==> src/sacw_pkg.sv <==
// shared constants for the auxiliary configuration word block
package sacw_pkg;
  // serial word layout
  localparam int unsigned WORD_W      = 24;
  localparam int unsigned ADDR_W      = 4;
  localparam int unsigned DATA_W      = 20;
  localparam int unsigned FRAC_LO_W   = 12;
  localparam int unsigned FRAC_EXT_W  = 10;
  localparam int unsigned FRAC_W      = 22;
  // address codes in the four lowest bits
  localparam logic [3:0] ADDR_MAIN    = 4'h0;
  localparam logic [3:0] ADDR_THIRD   = 4'h7;
  localparam logic [3:0] ADDR_LMUX    = 4'h9;
  localparam logic [3:0] ADDR_FEXT    = 4'hB;
  // field positions in the lock/mux/modulator word
  localparam int unsigned AUTO_PU_BIT = 23;
  localparam int unsigned DITHER_LSB  = 16;
  localparam int unsigned MORD_LSB    = 14;
  localparam int unsigned DBL_BIT     = 12;
  localparam int unsigned RBUF_BIT    = 11;
  localparam int unsigned APOL_BIT    = 10;
  localparam int unsigned MPOL_BIT    = 9;
  localparam int unsigned PRESC_BIT   = 8;
  localparam int unsigned MUX_LSB     = 4;
  // field positions in the extension word and the third word
  localparam int unsigned EXT_DEN_LSB = 14;
  localparam int unsigned EXT_NUM_LSB = 4;
  localparam int unsigned ACC_EXT_BIT = 21;
  // reset contents of the two words
  localparam logic [23:0] LMUX_RESET  = 24'h02_C709;
  localparam logic [23:0] FEXT_RESET  = 24'h00_000B;
  // modulator order encodings
  localparam logic [1:0] MORD_FOURTH  = 2'h0;
  localparam logic [1:0] MORD_OFF     = 2'h1;
  localparam logic [1:0] MORD_SECOND  = 2'h2;
  localparam logic [1:0] MORD_THIRD   = 2'h3;
endpackage

==> src/sacw_half_div.sv <==
`timescale 1ns/10ps
// divide-by-two toggle on a pulse from one of the loop dividers
module sacw_half_div (
  input  wire logic ref_clk,   // system clock
  input  wire logic rst_n,     // synchronous reset, active low
  input  wire logic div_pulse, // one-cycle pulse per divider output edge
  output logic      half_out   // halved divider output
);
  // toggle each pulse so the pin shows half the divider rate
  always_ff @(posedge ref_clk) begin
    if (!rst_n) begin
      half_out <= 1'b0;
    end else if (div_pulse) begin
      half_out <= ~half_out;
    end
  end

  property p_half_toggle;
    @(posedge ref_clk) disable iff (!rst_n) div_pulse |=> half_out != $past(half_out);
  endproperty
  a_half_toggle: assert property (p_half_toggle)
    else $error("halved output missed a divider pulse");

  property p_half_hold;
    @(posedge ref_clk) disable iff (!rst_n) !div_pulse |=> $stable(half_out);
  endproperty
  a_half_hold: assert property (p_half_hold)
    else $error("halved output moved without a divider pulse");
endmodule

==> src/sacw_config_words.sv <==
`timescale 1ns/10ps
// auxiliary configuration words: mux, polarities, modulator, fraction extension
// How it works
// - mux codes 0,1,2 give high impedance, constant high, constant low.
// - codes 3,4,5 drive combined, main-only, aux-only digital lock.
// - codes 6-8 analog lock open drain; 9-11 same push-pull.
// - codes 12-15 drive aux R, aux N, main R, main N halved.
// - aux prescaler bit picks 8/9 when clear, 16/17 when set.
// - main pump polarity 0 negative, 1 positive; positive by default.
// - aux pump polarity 0 negative, 1 positive; host normally writes 1.
// - reference buffer bit 0 floats reference output, 1 buffers input.
// - doubler bit 1 gives main reference counter twice the input.
// - order code 0 fourth, 2 second, 3 third order modulator.
// - order code 1 disables the modulator; host uses it for test only.
// - dither 0 none, 1 weak, 2 strong, 3 reserved.
// - auto power-up set: main word write clears both power-down bits.
// - chip enable low suppresses auto power-up on main word writes.
// - extension bit 0: numerator 12 bits, upper ten bits ignored.
// - extension bit 1: numerator is ten upper bits over twelve low.
// - access bit clear forces extension word to its default contents.
// - extension word defaults to zero upper numerator and denominator.
module sacw_config_words (
  input  wire logic        ref_clk,            // 20 MHz system clock
  input  wire logic        rst_n,              // synchronous reset, active low
  input  wire logic [23:0] word_data,          // completed serial word
  input  wire logic        word_done,          // one-cycle pulse: transfer complete
  input  wire logic        chip_enable,        // chip enable pin level
  input  wire logic        pd_main_write,      // host power-down write strobe
  input  wire logic        pd_main_value,      // value for main power-down
  input  wire logic        pd_aux_value,       // value for aux power-down
  input  wire logic [11:0] frac_num_low,       // low twelve numerator bits
  input  wire logic [11:0] frac_den_low,       // low twelve denominator bits
  input  wire logic        lock_dig_main,      // main loop digital lock
  input  wire logic        lock_dig_aux,       // aux loop digital lock
  input  wire logic        lock_ana_main,      // main loop analog lock
  input  wire logic        lock_ana_aux,       // aux loop analog lock
  input  wire logic        aux_ref_div_pulse,  // aux reference divider pulse
  input  wire logic        aux_fb_div_pulse,   // aux feedback divider pulse
  input  wire logic        main_ref_div_pulse, // main reference divider pulse
  input  wire logic        main_fb_div_pulse,  // main feedback divider pulse
  input  wire logic        reference_input,    // reference input level
  output logic             test_lock_out,      // test/lock pin output value
  output logic             test_lock_oe_n,     // test/lock pin enable, low drives
  output logic             reference_out,      // reference output pin value
  output logic             reference_oe_n,     // reference pin enable, low drives
  output logic             aux_presc_16,       // 1: 16/17 aux prescaler, 0: 8/9
  output logic             main_pump_polarity, // 1 positive, 0 negative
  output logic             aux_pump_polarity,  // 1 positive, 0 negative
  output logic             ref_doubler_enable, // main reference counter doubled
  output logic             modulator_enable,   // delta-sigma modulator running
  output logic [1:0]       modulator_order,    // raw order code
  output logic [1:0]       dither_select,      // 0 none, 1 weak, 2 strong
  output logic             main_loop_power_down, // main loop powered down
  output logic             aux_loop_power_down,  // aux loop powered down
  output logic [21:0]      fraction_numerator,   // effective numerator
  output logic [21:0]      fraction_denominator, // effective denominator
  output logic             ext_fraction_mode     // 1: 22-bit fraction
);
  logic [23:0] lock_mux_modulator_control; // latched mux/modulator word
  logic [23:0] fraction_extension_word;    // latched extension word
  logic        ext_access;                 // access bit from third word
  logic [3:0]  test_output_select;
  logic [3:0]  word_addr;
  logic [3:0]  half_vec;
  logic [3:0]  pulse_vec;
  logic        next_pin_val;
  logic        next_pin_oe_n;
  logic        auto_power_up;

  assign word_addr = word_data[3:0];
  assign test_output_select = lock_mux_modulator_control[sacw_pkg::MUX_LSB +: 4];
  assign auto_power_up = lock_mux_modulator_control[sacw_pkg::AUTO_PU_BIT];

  // address routing
  // words latch only on the completion pulse so a half-shifted word never leaks
  always_ff @(posedge ref_clk) begin
    if (!rst_n) begin
      lock_mux_modulator_control <= sacw_pkg::LMUX_RESET;
    end else if (word_done && word_addr == sacw_pkg::ADDR_LMUX) begin
      lock_mux_modulator_control <= word_data;
    end
  end

  property p_route_lmux;
    @(posedge ref_clk) disable iff (!rst_n)
      word_done && word_addr == sacw_pkg::ADDR_LMUX |=> lock_mux_modulator_control == $past(word_data);
  endproperty
  a_route_lmux: assert property (p_route_lmux)
    else $error("mux word did not take the completed word");

  // access gating
  // clearing the access bit forces the extension word back to its default
  always_ff @(posedge ref_clk) begin
    if (!rst_n) begin
      fraction_extension_word <= sacw_pkg::FEXT_RESET;
    end else if (!ext_access) begin
      fraction_extension_word <= sacw_pkg::FEXT_RESET;
    end else if (word_done && word_addr == sacw_pkg::ADDR_FEXT) begin
      fraction_extension_word <= word_data;
    end
  end

  // access bit tracked from the third word
  always_ff @(posedge ref_clk) begin
    if (!rst_n) begin
      ext_access <= 1'b0;
    end else if (word_done && word_addr == sacw_pkg::ADDR_THIRD) begin
      ext_access <= word_data[sacw_pkg::ACC_EXT_BIT];
    end
  end

  // auto power-up on main word write
  // chip enable low blocks it; a host write in the same cycle loses
  always_ff @(posedge ref_clk) begin
    if (!rst_n) begin
      main_loop_power_down <= 1'b1;
      aux_loop_power_down  <= 1'b1;
    end else if (word_done && word_addr == sacw_pkg::ADDR_MAIN && auto_power_up && chip_enable) begin
      main_loop_power_down <= 1'b0;
      aux_loop_power_down  <= 1'b0;
    end else if (pd_main_write) begin
      main_loop_power_down <= pd_main_value;
      aux_loop_power_down  <= pd_aux_value;
    end
  end

  property p_auto_power_up;
    @(posedge ref_clk) disable iff (!rst_n)
      word_done && word_addr == sacw_pkg::ADDR_MAIN && auto_power_up && chip_enable |=>
      !main_loop_power_down && !aux_loop_power_down;
  endproperty
  a_auto_power_up: assert property (p_auto_power_up)
    else $error("power-down left set after main word write");

  property p_ce_blocks;
    @(posedge ref_clk) disable iff (!rst_n)
      word_done && word_addr == sacw_pkg::ADDR_MAIN && !chip_enable && !pd_main_write |=>
      $stable(main_loop_power_down) && $stable(aux_loop_power_down);
  endproperty
  a_ce_blocks: assert property (p_ce_blocks)
    else $error("power-down changed while chip enable low");

  // divided-by-two divider outputs, one toggle per divider
  assign pulse_vec = {main_fb_div_pulse, main_ref_div_pulse, aux_fb_div_pulse, aux_ref_div_pulse};
  generate
    for (genvar i = 0; i < 4; i++) begin : g_half
      sacw_half_div u_half (
        .ref_clk   (ref_clk),
        .rst_n     (rst_n),
        .div_pulse (pulse_vec[i]),
        .half_out  (half_vec[i])
      );
    end
  endgenerate

  // output multiplexer for the test/lock pin
  always_comb begin
    next_pin_val  = 1'b0;
    next_pin_oe_n = 1'b0;
    unique case (test_output_select)
      4'h0: begin
        next_pin_oe_n = 1'b1;
      end
      4'h1: next_pin_val = 1'b1;
      4'h2: next_pin_val = 1'b0;
      4'h3: next_pin_val = lock_dig_main & lock_dig_aux;
      4'h4: next_pin_val = lock_dig_main;
      4'h5: next_pin_val = lock_dig_aux;
      // analog lock open drain: drive low only, release for high
      4'h6: next_pin_oe_n = lock_ana_main & lock_ana_aux;
      4'h7: next_pin_oe_n = lock_ana_main;
      4'h8: next_pin_oe_n = lock_ana_aux;
      4'h9: next_pin_val = lock_ana_main & lock_ana_aux;
      4'hA: next_pin_val = lock_ana_main;
      4'hB: next_pin_val = lock_ana_aux;
      4'hC: next_pin_val = half_vec[0];
      4'hD: next_pin_val = half_vec[1];
      4'hE: next_pin_val = half_vec[2];
      4'hF: next_pin_val = half_vec[3];
    endcase
  end

  // pin outputs registered so the mux change never glitches the pad
  always_ff @(posedge ref_clk) begin
    if (!rst_n) begin
      test_lock_out  <= 1'b0;
      test_lock_oe_n <= 1'b1;
    end else begin
      test_lock_out  <= next_pin_val;
      test_lock_oe_n <= next_pin_oe_n;
    end
  end

  property p_mux_hiz;
    @(posedge ref_clk) disable iff (!rst_n) test_output_select == 4'h0 |=> test_lock_oe_n;
  endproperty
  a_mux_hiz: assert property (p_mux_hiz)
    else $error("test pin driven while disabled");

  property p_mux_fixed;
    @(posedge ref_clk) disable iff (!rst_n) test_output_select inside {4'h1, 4'h2} |=>
      !test_lock_oe_n && test_lock_out == $past(test_output_select == 4'h1);
  endproperty
  a_mux_fixed: assert property (p_mux_fixed)
    else $error("fixed level wrong on test pin");

  property p_dig_both;
    @(posedge ref_clk) disable iff (!rst_n) test_output_select == 4'h3 |=>
      !test_lock_oe_n && test_lock_out == $past(lock_dig_main & lock_dig_aux);
  endproperty
  a_dig_both: assert property (p_dig_both)
    else $error("combined digital lock wrong on test pin");

  property p_dig_single;
    @(posedge ref_clk) disable iff (!rst_n) test_output_select inside {4'h4, 4'h5} |=>
      !test_lock_oe_n && test_lock_out == $past(test_output_select == 4'h4 ? lock_dig_main : lock_dig_aux);
  endproperty
  a_dig_single: assert property (p_dig_single)
    else $error("single loop digital lock wrong on test pin");

  property p_ana_open_drain;
    @(posedge ref_clk) disable iff (!rst_n) test_output_select == 4'h6 |=>
      !test_lock_out && test_lock_oe_n == $past(lock_ana_main & lock_ana_aux);
  endproperty
  a_ana_open_drain: assert property (p_ana_open_drain)
    else $error("open drain lock output wrong");

  property p_ana_push_pull;
    @(posedge ref_clk) disable iff (!rst_n) test_output_select == 4'h9 |=>
      !test_lock_oe_n && test_lock_out == $past(lock_ana_main & lock_ana_aux);
  endproperty
  a_ana_push_pull: assert property (p_ana_push_pull)
    else $error("push-pull analog lock wrong on test pin");

  property p_div_halved;
    @(posedge ref_clk) disable iff (!rst_n) test_output_select == 4'hF |=>
      !test_lock_oe_n && test_lock_out == $past(half_vec[3]);
  endproperty
  a_div_halved: assert property (p_div_halved)
    else $error("halved divider output wrong on test pin");

  // reference buffer; one flop of delay on a synchronous copy
  always_ff @(posedge ref_clk) begin
    if (!rst_n) begin
      reference_out  <= 1'b0;
      reference_oe_n <= 1'b1;
    end else begin
      reference_out  <= lock_mux_modulator_control[sacw_pkg::RBUF_BIT] & reference_input;
      reference_oe_n <= ~lock_mux_modulator_control[sacw_pkg::RBUF_BIT];
    end
  end

  property p_ref_release;
    @(posedge ref_clk) disable iff (!rst_n)
      !lock_mux_modulator_control[sacw_pkg::RBUF_BIT] |=> reference_oe_n && !reference_out;
  endproperty
  a_ref_release: assert property (p_ref_release)
    else $error("reference pin driven while buffer disabled");

  // control fields decoded from the latched word
  always_ff @(posedge ref_clk) begin
    if (!rst_n) begin
      aux_presc_16       <= 1'b1;
      main_pump_polarity <= 1'b1;
      aux_pump_polarity  <= 1'b1;
      ref_doubler_enable <= 1'b0;
      modulator_order    <= sacw_pkg::MORD_THIRD;
      modulator_enable   <= 1'b1;
      dither_select      <= 2'h2;
    end else begin
      aux_presc_16       <= lock_mux_modulator_control[sacw_pkg::PRESC_BIT];
      main_pump_polarity <= lock_mux_modulator_control[sacw_pkg::MPOL_BIT];
      aux_pump_polarity  <= lock_mux_modulator_control[sacw_pkg::APOL_BIT];
      // doubler to main reference counter only
      ref_doubler_enable <= lock_mux_modulator_control[sacw_pkg::DBL_BIT];
      modulator_order    <= lock_mux_modulator_control[sacw_pkg::MORD_LSB +: 2];
      // code 1 switches the modulator off
      modulator_enable   <= lock_mux_modulator_control[sacw_pkg::MORD_LSB +: 2] != sacw_pkg::MORD_OFF;
      // reserved dither code falls back to none
      if (lock_mux_modulator_control[sacw_pkg::DITHER_LSB +: 2] == 2'h3) begin
        dither_select <= 2'h0;
      end else begin
        dither_select <= lock_mux_modulator_control[sacw_pkg::DITHER_LSB +: 2];
      end
    end
  end

  property p_mod_off;
    @(posedge ref_clk) disable iff (!rst_n)
      lock_mux_modulator_control[sacw_pkg::MORD_LSB +: 2] == sacw_pkg::MORD_OFF |=> !modulator_enable;
  endproperty
  a_mod_off: assert property (p_mod_off)
    else $error("modulator running with order code one");

  property p_dither_legal;
    @(posedge ref_clk) disable iff (!rst_n) dither_select != 2'h3;
  endproperty
  a_dither_legal: assert property (p_dither_legal)
    else $error("reserved dither code passed on");

  // fraction assembly
  always_ff @(posedge ref_clk) begin
    if (!rst_n) begin
      fraction_numerator   <= 22'h00_0000;
      fraction_denominator <= 22'h00_0000;
      ext_fraction_mode    <= 1'b0;
    end else begin
      ext_fraction_mode <= ext_access;
      if (ext_access) begin
        // ten upper bits over the twelve low bits
        fraction_numerator   <= {fraction_extension_word[sacw_pkg::EXT_NUM_LSB +: 10], frac_num_low};
        fraction_denominator <= {fraction_extension_word[sacw_pkg::EXT_DEN_LSB +: 10], frac_den_low};
      end else begin
        // upper bits ignored in 12-bit mode
        fraction_numerator   <= {10'h000, frac_num_low};
        fraction_denominator <= {10'h000, frac_den_low};
      end
    end
  end

  property p_frac_narrow;
    @(posedge ref_clk) disable iff (!rst_n)
      !ext_access |=> fraction_numerator[21:12] == 10'h000 && fraction_denominator[21:12] == 10'h000;
  endproperty
  a_frac_narrow: assert property (p_frac_narrow)
    else $error("upper fraction bits used in narrow mode");

  property p_frac_wide;
    @(posedge ref_clk) disable iff (!rst_n) ext_access |=>
      fraction_numerator == {$past(fraction_extension_word[sacw_pkg::EXT_NUM_LSB +: 10]), $past(frac_num_low)};
  endproperty
  a_frac_wide: assert property (p_frac_wide)
    else $error("wide numerator not joined from both parts");

  property p_ext_default;
    @(posedge ref_clk) disable iff (!rst_n) !ext_access |=> fraction_extension_word[23:4] == 20'h0_0000;
  endproperty
  a_ext_default: assert property (p_ext_default)
    else $error("extension word not at default while access clear");

endmodule

==> config.mk <==
export PLATFORM = sky130hd
export DESIGN_NAME = sacw_config_words
export DESIGN_NICKNAME = d
export VERILOG_FILES = /design/src/sacw_pkg.sv /design/src/sacw_half_div.sv /design/src/sacw_config_words.sv
export SDC_FILE = /design/constraint.sdc
export NUM_CORES = 1
export LEC_CHECK = 0
export BUFFER_PORTS_ARGS = -buffer_cell sky130_fd_sc_hd__buf_2
export CORE_MARGIN = 1
export CORE_UTILIZATION = 43
export DETAILED_ROUTE_END_ITERATION = 12
export PLACE_DENSITY = 0.75
export SLEW_MARGIN = 20
export SYNTH_ARGS = -nofsm -noshare
export SYNTH_HDL_FRONTEND = slang
export SYNTH_SLANG_ARGS = --single-unit
==> constraint.sdc <==
create_clock -name ref_clk -period 1 [get_ports ref_clk]
set_input_delay 0.15 -clock ref_clk [delete_from_list [all_inputs] [get_ports ref_clk]]
set_output_delay 0.15 -clock ref_clk [all_outputs]
set_load 0.05 [all_outputs]
# Word level (Yosys, flattened, before mapping)
# Cells that the tools add are included.
[word_totals] output_inout_bits=60 regBits=113 inputBits=64
[op_classes] n_bitwise=9 eq_ne=19 mux=7 n_reduce_logical=11
[op_table] cell="4-bit == test (second input constant)" n=10
[op_table] cell="4-bit by 3-bit == test with 1-bit output (second input constant)" n=5
[op_table] cell="1-bit case mux with 11 select lines" n=1
[op_table] cell="4-bit zero test" n=2
[op_table] cell="1-bit logical AND" n=6
[op_table] cell="1-bit NOT" n=6
[op_table] cell="4-bit by 1-bit == test with 1-bit output (second input constant)" n=1
[op_table] cell="4-bit by 2-bit == test with 1-bit output (second input constant)" n=1
[op_table] cell="1-bit two-way mux" n=4
[op_table] cell="1-bit case mux with 4 select lines" n=1
[op_table] cell="1-bit AND" n=3
[op_table] cell="2-bit == test (second input constant)" n=1
[op_table] cell="2-bit two-way mux" n=1
[op_table] cell="2-bit by 1-bit != test with 1-bit output (second input constant)" n=1
[op_table] cell="2-bit AND reduction" n=1
[op_table] cell="2-bit nonzero test" n=1
[op_table] cell="2-bit OR reduction" n=1

# Logic depth before layout (Yosys ltp)
[logic_depth] word_depth=5 mapped_depth=5

# Cells and area by module
# Synthesis repeated with hierarchy kept, for this count alone.
[unflattened] hier_cells=332 hier_area_um2=3250.6
[modules_own_cells] mod="sacw_config_words" seq_area_each_um2=1901.8 instances=1 cells_each=320 area_per_inst_um2=3110.5
[modules_own_cells] mod="sacw_half_div" seq_area_each_um2=20.0 instances=4 cells_each=3 area_per_inst_um2=35.0

# Worst setup path before layout
# No wires, ideal clock.
[synth_path] path_kind="register to register" from="reg lock_mux_modulator_control[5]" to="reg test_lock_out" setup_slack_ns=-0.124 setup_ns=0.095 arrival_time_ns=1.029 synth_period_minus_slack_ns=1.124 path_buffers=1 path_stages_with_launch=6 path_cell_list="dfxtp_1 buf_4 nor2_1 nand3_1 a31o_2 a221oi_1"
[synth_via] elab_chain_len=2
[synth_rtl] item="start, declared" line="sacw_config_words.sv:59" text="logic [23:0] lock_mux_modulator_control;"
[synth_rtl] item="start signal, assigned" line="sacw_config_words.sv:78" text="lock_mux_modulator_control <= sacw_pkg::LMUX_RESET;"
[synth_rtl] item="start signal, assigned" line="sacw_config_words.sv:80" text="lock_mux_modulator_control <= word_data;"
[synth_rtl] item="4-bit == test, or another cell as far along" line="sacw_config_words.sv:160" text="unique case (test_output_select)"
[synth_rtl] item="1-bit case mux with 11 select lines (*)" line="sacw_config_words.sv:160"
[synth_rtl] item="end signal, assigned" line="sacw_config_words.sv:189" text="test_lock_out <= next_pin_val;"
[synth_rtl] item="end, declared" line="sacw_config_words.sv:42" text="output logic test_lock_out,"
# Mark *: on every way between the ends. The rest lies on a longest branch, timed or not.
# A chain may end at the register's enable or synchronous reset.

# Worst setup path after layout
# Ends and elaborated chain as after synthesis.

==> out/metrics.cfg <==
[worst_setup_path]
r2r_end=test_lock_out
criticalPathCategory=flip-flop to flip-flop
cp_slowest_cell=dfxtp_4
crit_cells=4
critPathMaxStageDelay_ps=400
endpoint=test_lock_out
worst_setup_path_start_kind=flip-flop
critical_path.max_fanout=7
arrival_ps=1410
endpoint_kind=flip-flop
crit_required_ps=1260
r2r_setup_slack_ps=-150
worstPathCellList=nand2_2, o32ai_2, nor3_2, a221oi_2
cp_top_family=compound AO/OA/AOI/OAI gates
r2r_cells=4
startpoint=lock_mux_modulator_control[5]
critPathBufInv=0
r2r_start=lock_mux_modulator_control[5]

[sta]
setup_viol=11
worst_slack_ps=-146
setup_tns_ps=-211
relSlewSlack_pct=83.2
period_share_pct=115
slew_viol_final=0
finClkSkew_ps=13.4
worst_pin_slew_ps=249
rsz0062_at_grt=yes
hold_viol_final=0
worst_hold_slack_ps=13.0
max_freq_ghz=0.873
fin_crit_ps=1150

[placement]
placed_area_sq_mm=0.00401
dp_hpwl_microns=4990
dp_slack_ps=-236
port_buffers=123
gp_congestion=0.797

[cts]
cts_buffers=9
htree_levels=3
clk_pin_slew_ps=80
cts_root_buf=clkbuf_8
cts_max_path_buffers=2
cts_sinks=99
cts_tree=yes
clk_latency_ps=360

[yosys]
synth.distinct_cells=32
synth.area.top_cells=dfxtp_1 61%, nand2_1 8.5%, and2_1 4.8%
yosysTopAreaCellShare_pct=61.3
synth_area_sq_mm=0.00323
synth_edf_count=0
ys_ff_latch=99
synth_flop_cell=dfxtp_1
netlist_instances=333
yosysTopAreaCell=dfxtp_1
ys_warn_count=0
syn_avg_cell_area_sq_um=9.71
syn_nets=397
synth_seq_area_share_pct=61.3
synth_common_cells=99 x dfxtp_1, 73 x nand2_1, 30 x a21oi_1
synth.most_common_cell=dfxtp_1
synthArstFlopShare_pct=0

[power_and_ir_drop]
vdd_ir_drop_max_uv=828
p_leak_nw=2.21
pwr_density_cell_mw_per_mm2=1450

[min_path]
hold_path_class=input pin to flip-flop
hp-start=frac_den_low[0]

[floorplan]
num_rows=31
die_width_microns=88.7
io_pins=124
die_h_microns=88.7
dieArea_sq_mm=0.00787
core_area_sq_mm=0.00725
start_util_pct=44.6

[finish]
postLayoutCellArea_sq_mm=0.00513
syn_to_final_growth_pct=58.6
drive_above_1_share_pct=47.1
final_nets=544
fillCellCount=500
n_antenna_cell=0

[detailed_routing]
wl_microns=8710
wl_met2_microns=4510
viasPerCell=4.84
drc=0
antenna_left=0
top_layer_used=met4
drt_pass1_iterations=5
met1_length_microns=3490
drt_first_iter_violations=104
wl_met3_microns=478
via_count=2821
wl_per_cell_microns=14.9

[grt]
grt.overflow.total=0
grt_pass1_vias=2777
antenna_found_initial=0
track_usage_pct=21.8
grt_max_degree=28
grt_first_pass_wirelength_microns=12600

[flow_run]
drv_cap=0

[run_status]
violations=setup timing
status=finished, violations left

-- metrics by stage --
step / power, mW / utilization [%] / instances
4_1_cts: 7.38 / 67.9 / 582
6_report: 7.44 / 70.7 / 583
2_1_floorplan: 4.54 / - / 333
3_3_place_gp: 4.79 / 55.3 / 546
5_1_grt: 7.71 / 70.7 / 583
3_5_place_dp: 4.80 / 55.3 / 546
-- flip-flops by register name, indices dropped and copies added (netlist names), 2 cells and up --
register                    count
fraction_denominator           22
fraction_numerator             22
fraction_extension_word        20
lock_mux_modulator_control     14
g_half.u_half.half_out          4
dither_select                   2
modulator_order                 2
-- repair_timing --
item,4_1_cts,5_1_grt
hold endpoints to repair,19,1
hold buffers,19,1
endpoints found under the setup margin,64,62
buffers inserted,2,0
pin swaps,5,3
resized for setup,192,54
-- how the worst min path moves through the flow --
stage,to,cells after the start
after floorplan,lock_mux_modulator_control[10],2
after global placement,fraction_denominator[4],2
after global routing,fraction_denominator[0],2
final,fraction_denominator[0],2
after detailed placement,fraction_denominator[4],2
after CTS,fraction_numerator[4],2
-- cell usage in the layout, fill, tap and decap left out, types with 2 or more instances in the layout --
master | synthesis | final
a21oi_1 | 30 | 30
nor3b_4 | 1 | 2
inv_1 | 5 | 5
clkinvlp_4 | 0 | 2
nor3_1 | 3 | 2
buf_8 | 0 | 46
buf_12 | 0 | 5
dfxtp_4 | 0 | 3
buf_2 | 5 | 63
o21ai_0 | 5 | 4
nand2b_1 | 6 | 6
xnor2_1 | 4 | 4
dlygate4sd3_1 | 0 | 20
and3_1 | 22 | 22
mux2i_1 | 6 | 6
nand3_1 | 9 | 9
dfxtp_2 | 0 | 60
and2_1 | 25 | 25
nand4_1 | 2 | 2
o211ai_1 | 2 | 2
clkbuf_8 | 0 | 9
nor2_1 | 7 | 7
buf_6 | 1 | 16
dfxtp_1 | 99 | 36
nand2_1 | 73 | 71
buf_4 | 5 | 8
-- where the power goes --
part	total [mW]	switching, mW	internal [mW]
registers	4.10	0.0622	4.03
logic	0.843	0.440	0.403
clock network	2.50	1.34	1.16
-- area by class of cell --
class	instances	area, sq um	share of cell area (%)
inverter	5	18.8	0.366
multi-input combinational	207	1180	23.0
sequential	99	2070	40.3
timing repair buffer	158	1550	30.2
clock buffer	10	128	2.49
tap	99	124	2.42
clock inverter	5	62.6	1.22
-- kinds of logic after synthesis --
| kind of cell | count (synthesis) | share of synthesized area, % |
|---|---|---|
| XOR/XNOR | 4 | 1.08 |
| buffers and inverters | 27 | 4.18 |
| AND/OR/NAND/NOR | 157 | 24.9 |
| AO/OA/AOI/OAI | 40 | 6.69 |
| flip-flops | 99 | 61.3 |
| multiplexers | 6 | 1.86 |
-- metal layers --
| metal | vias to the layer above | GRT usage [%] |
|---|---|---|
| met2 | 100 | 40.5 |
| met3 | 18 | 4.29 |
| met4 | 0 | 11.6 |
| met1 | 1327 | 23.1 |
| met5 | - | 0 |
| li1 | 1376 | - |
-- worst reg2reg max path: cells and delay by family (launching register included) --
kind	cells	cell delay, ps
AO/OA/AOI/OAI	2	510
flip-flops	1	400
AND/OR/NAND/NOR	2	150
Note: power is estimated with default switching activity, not from simulation.
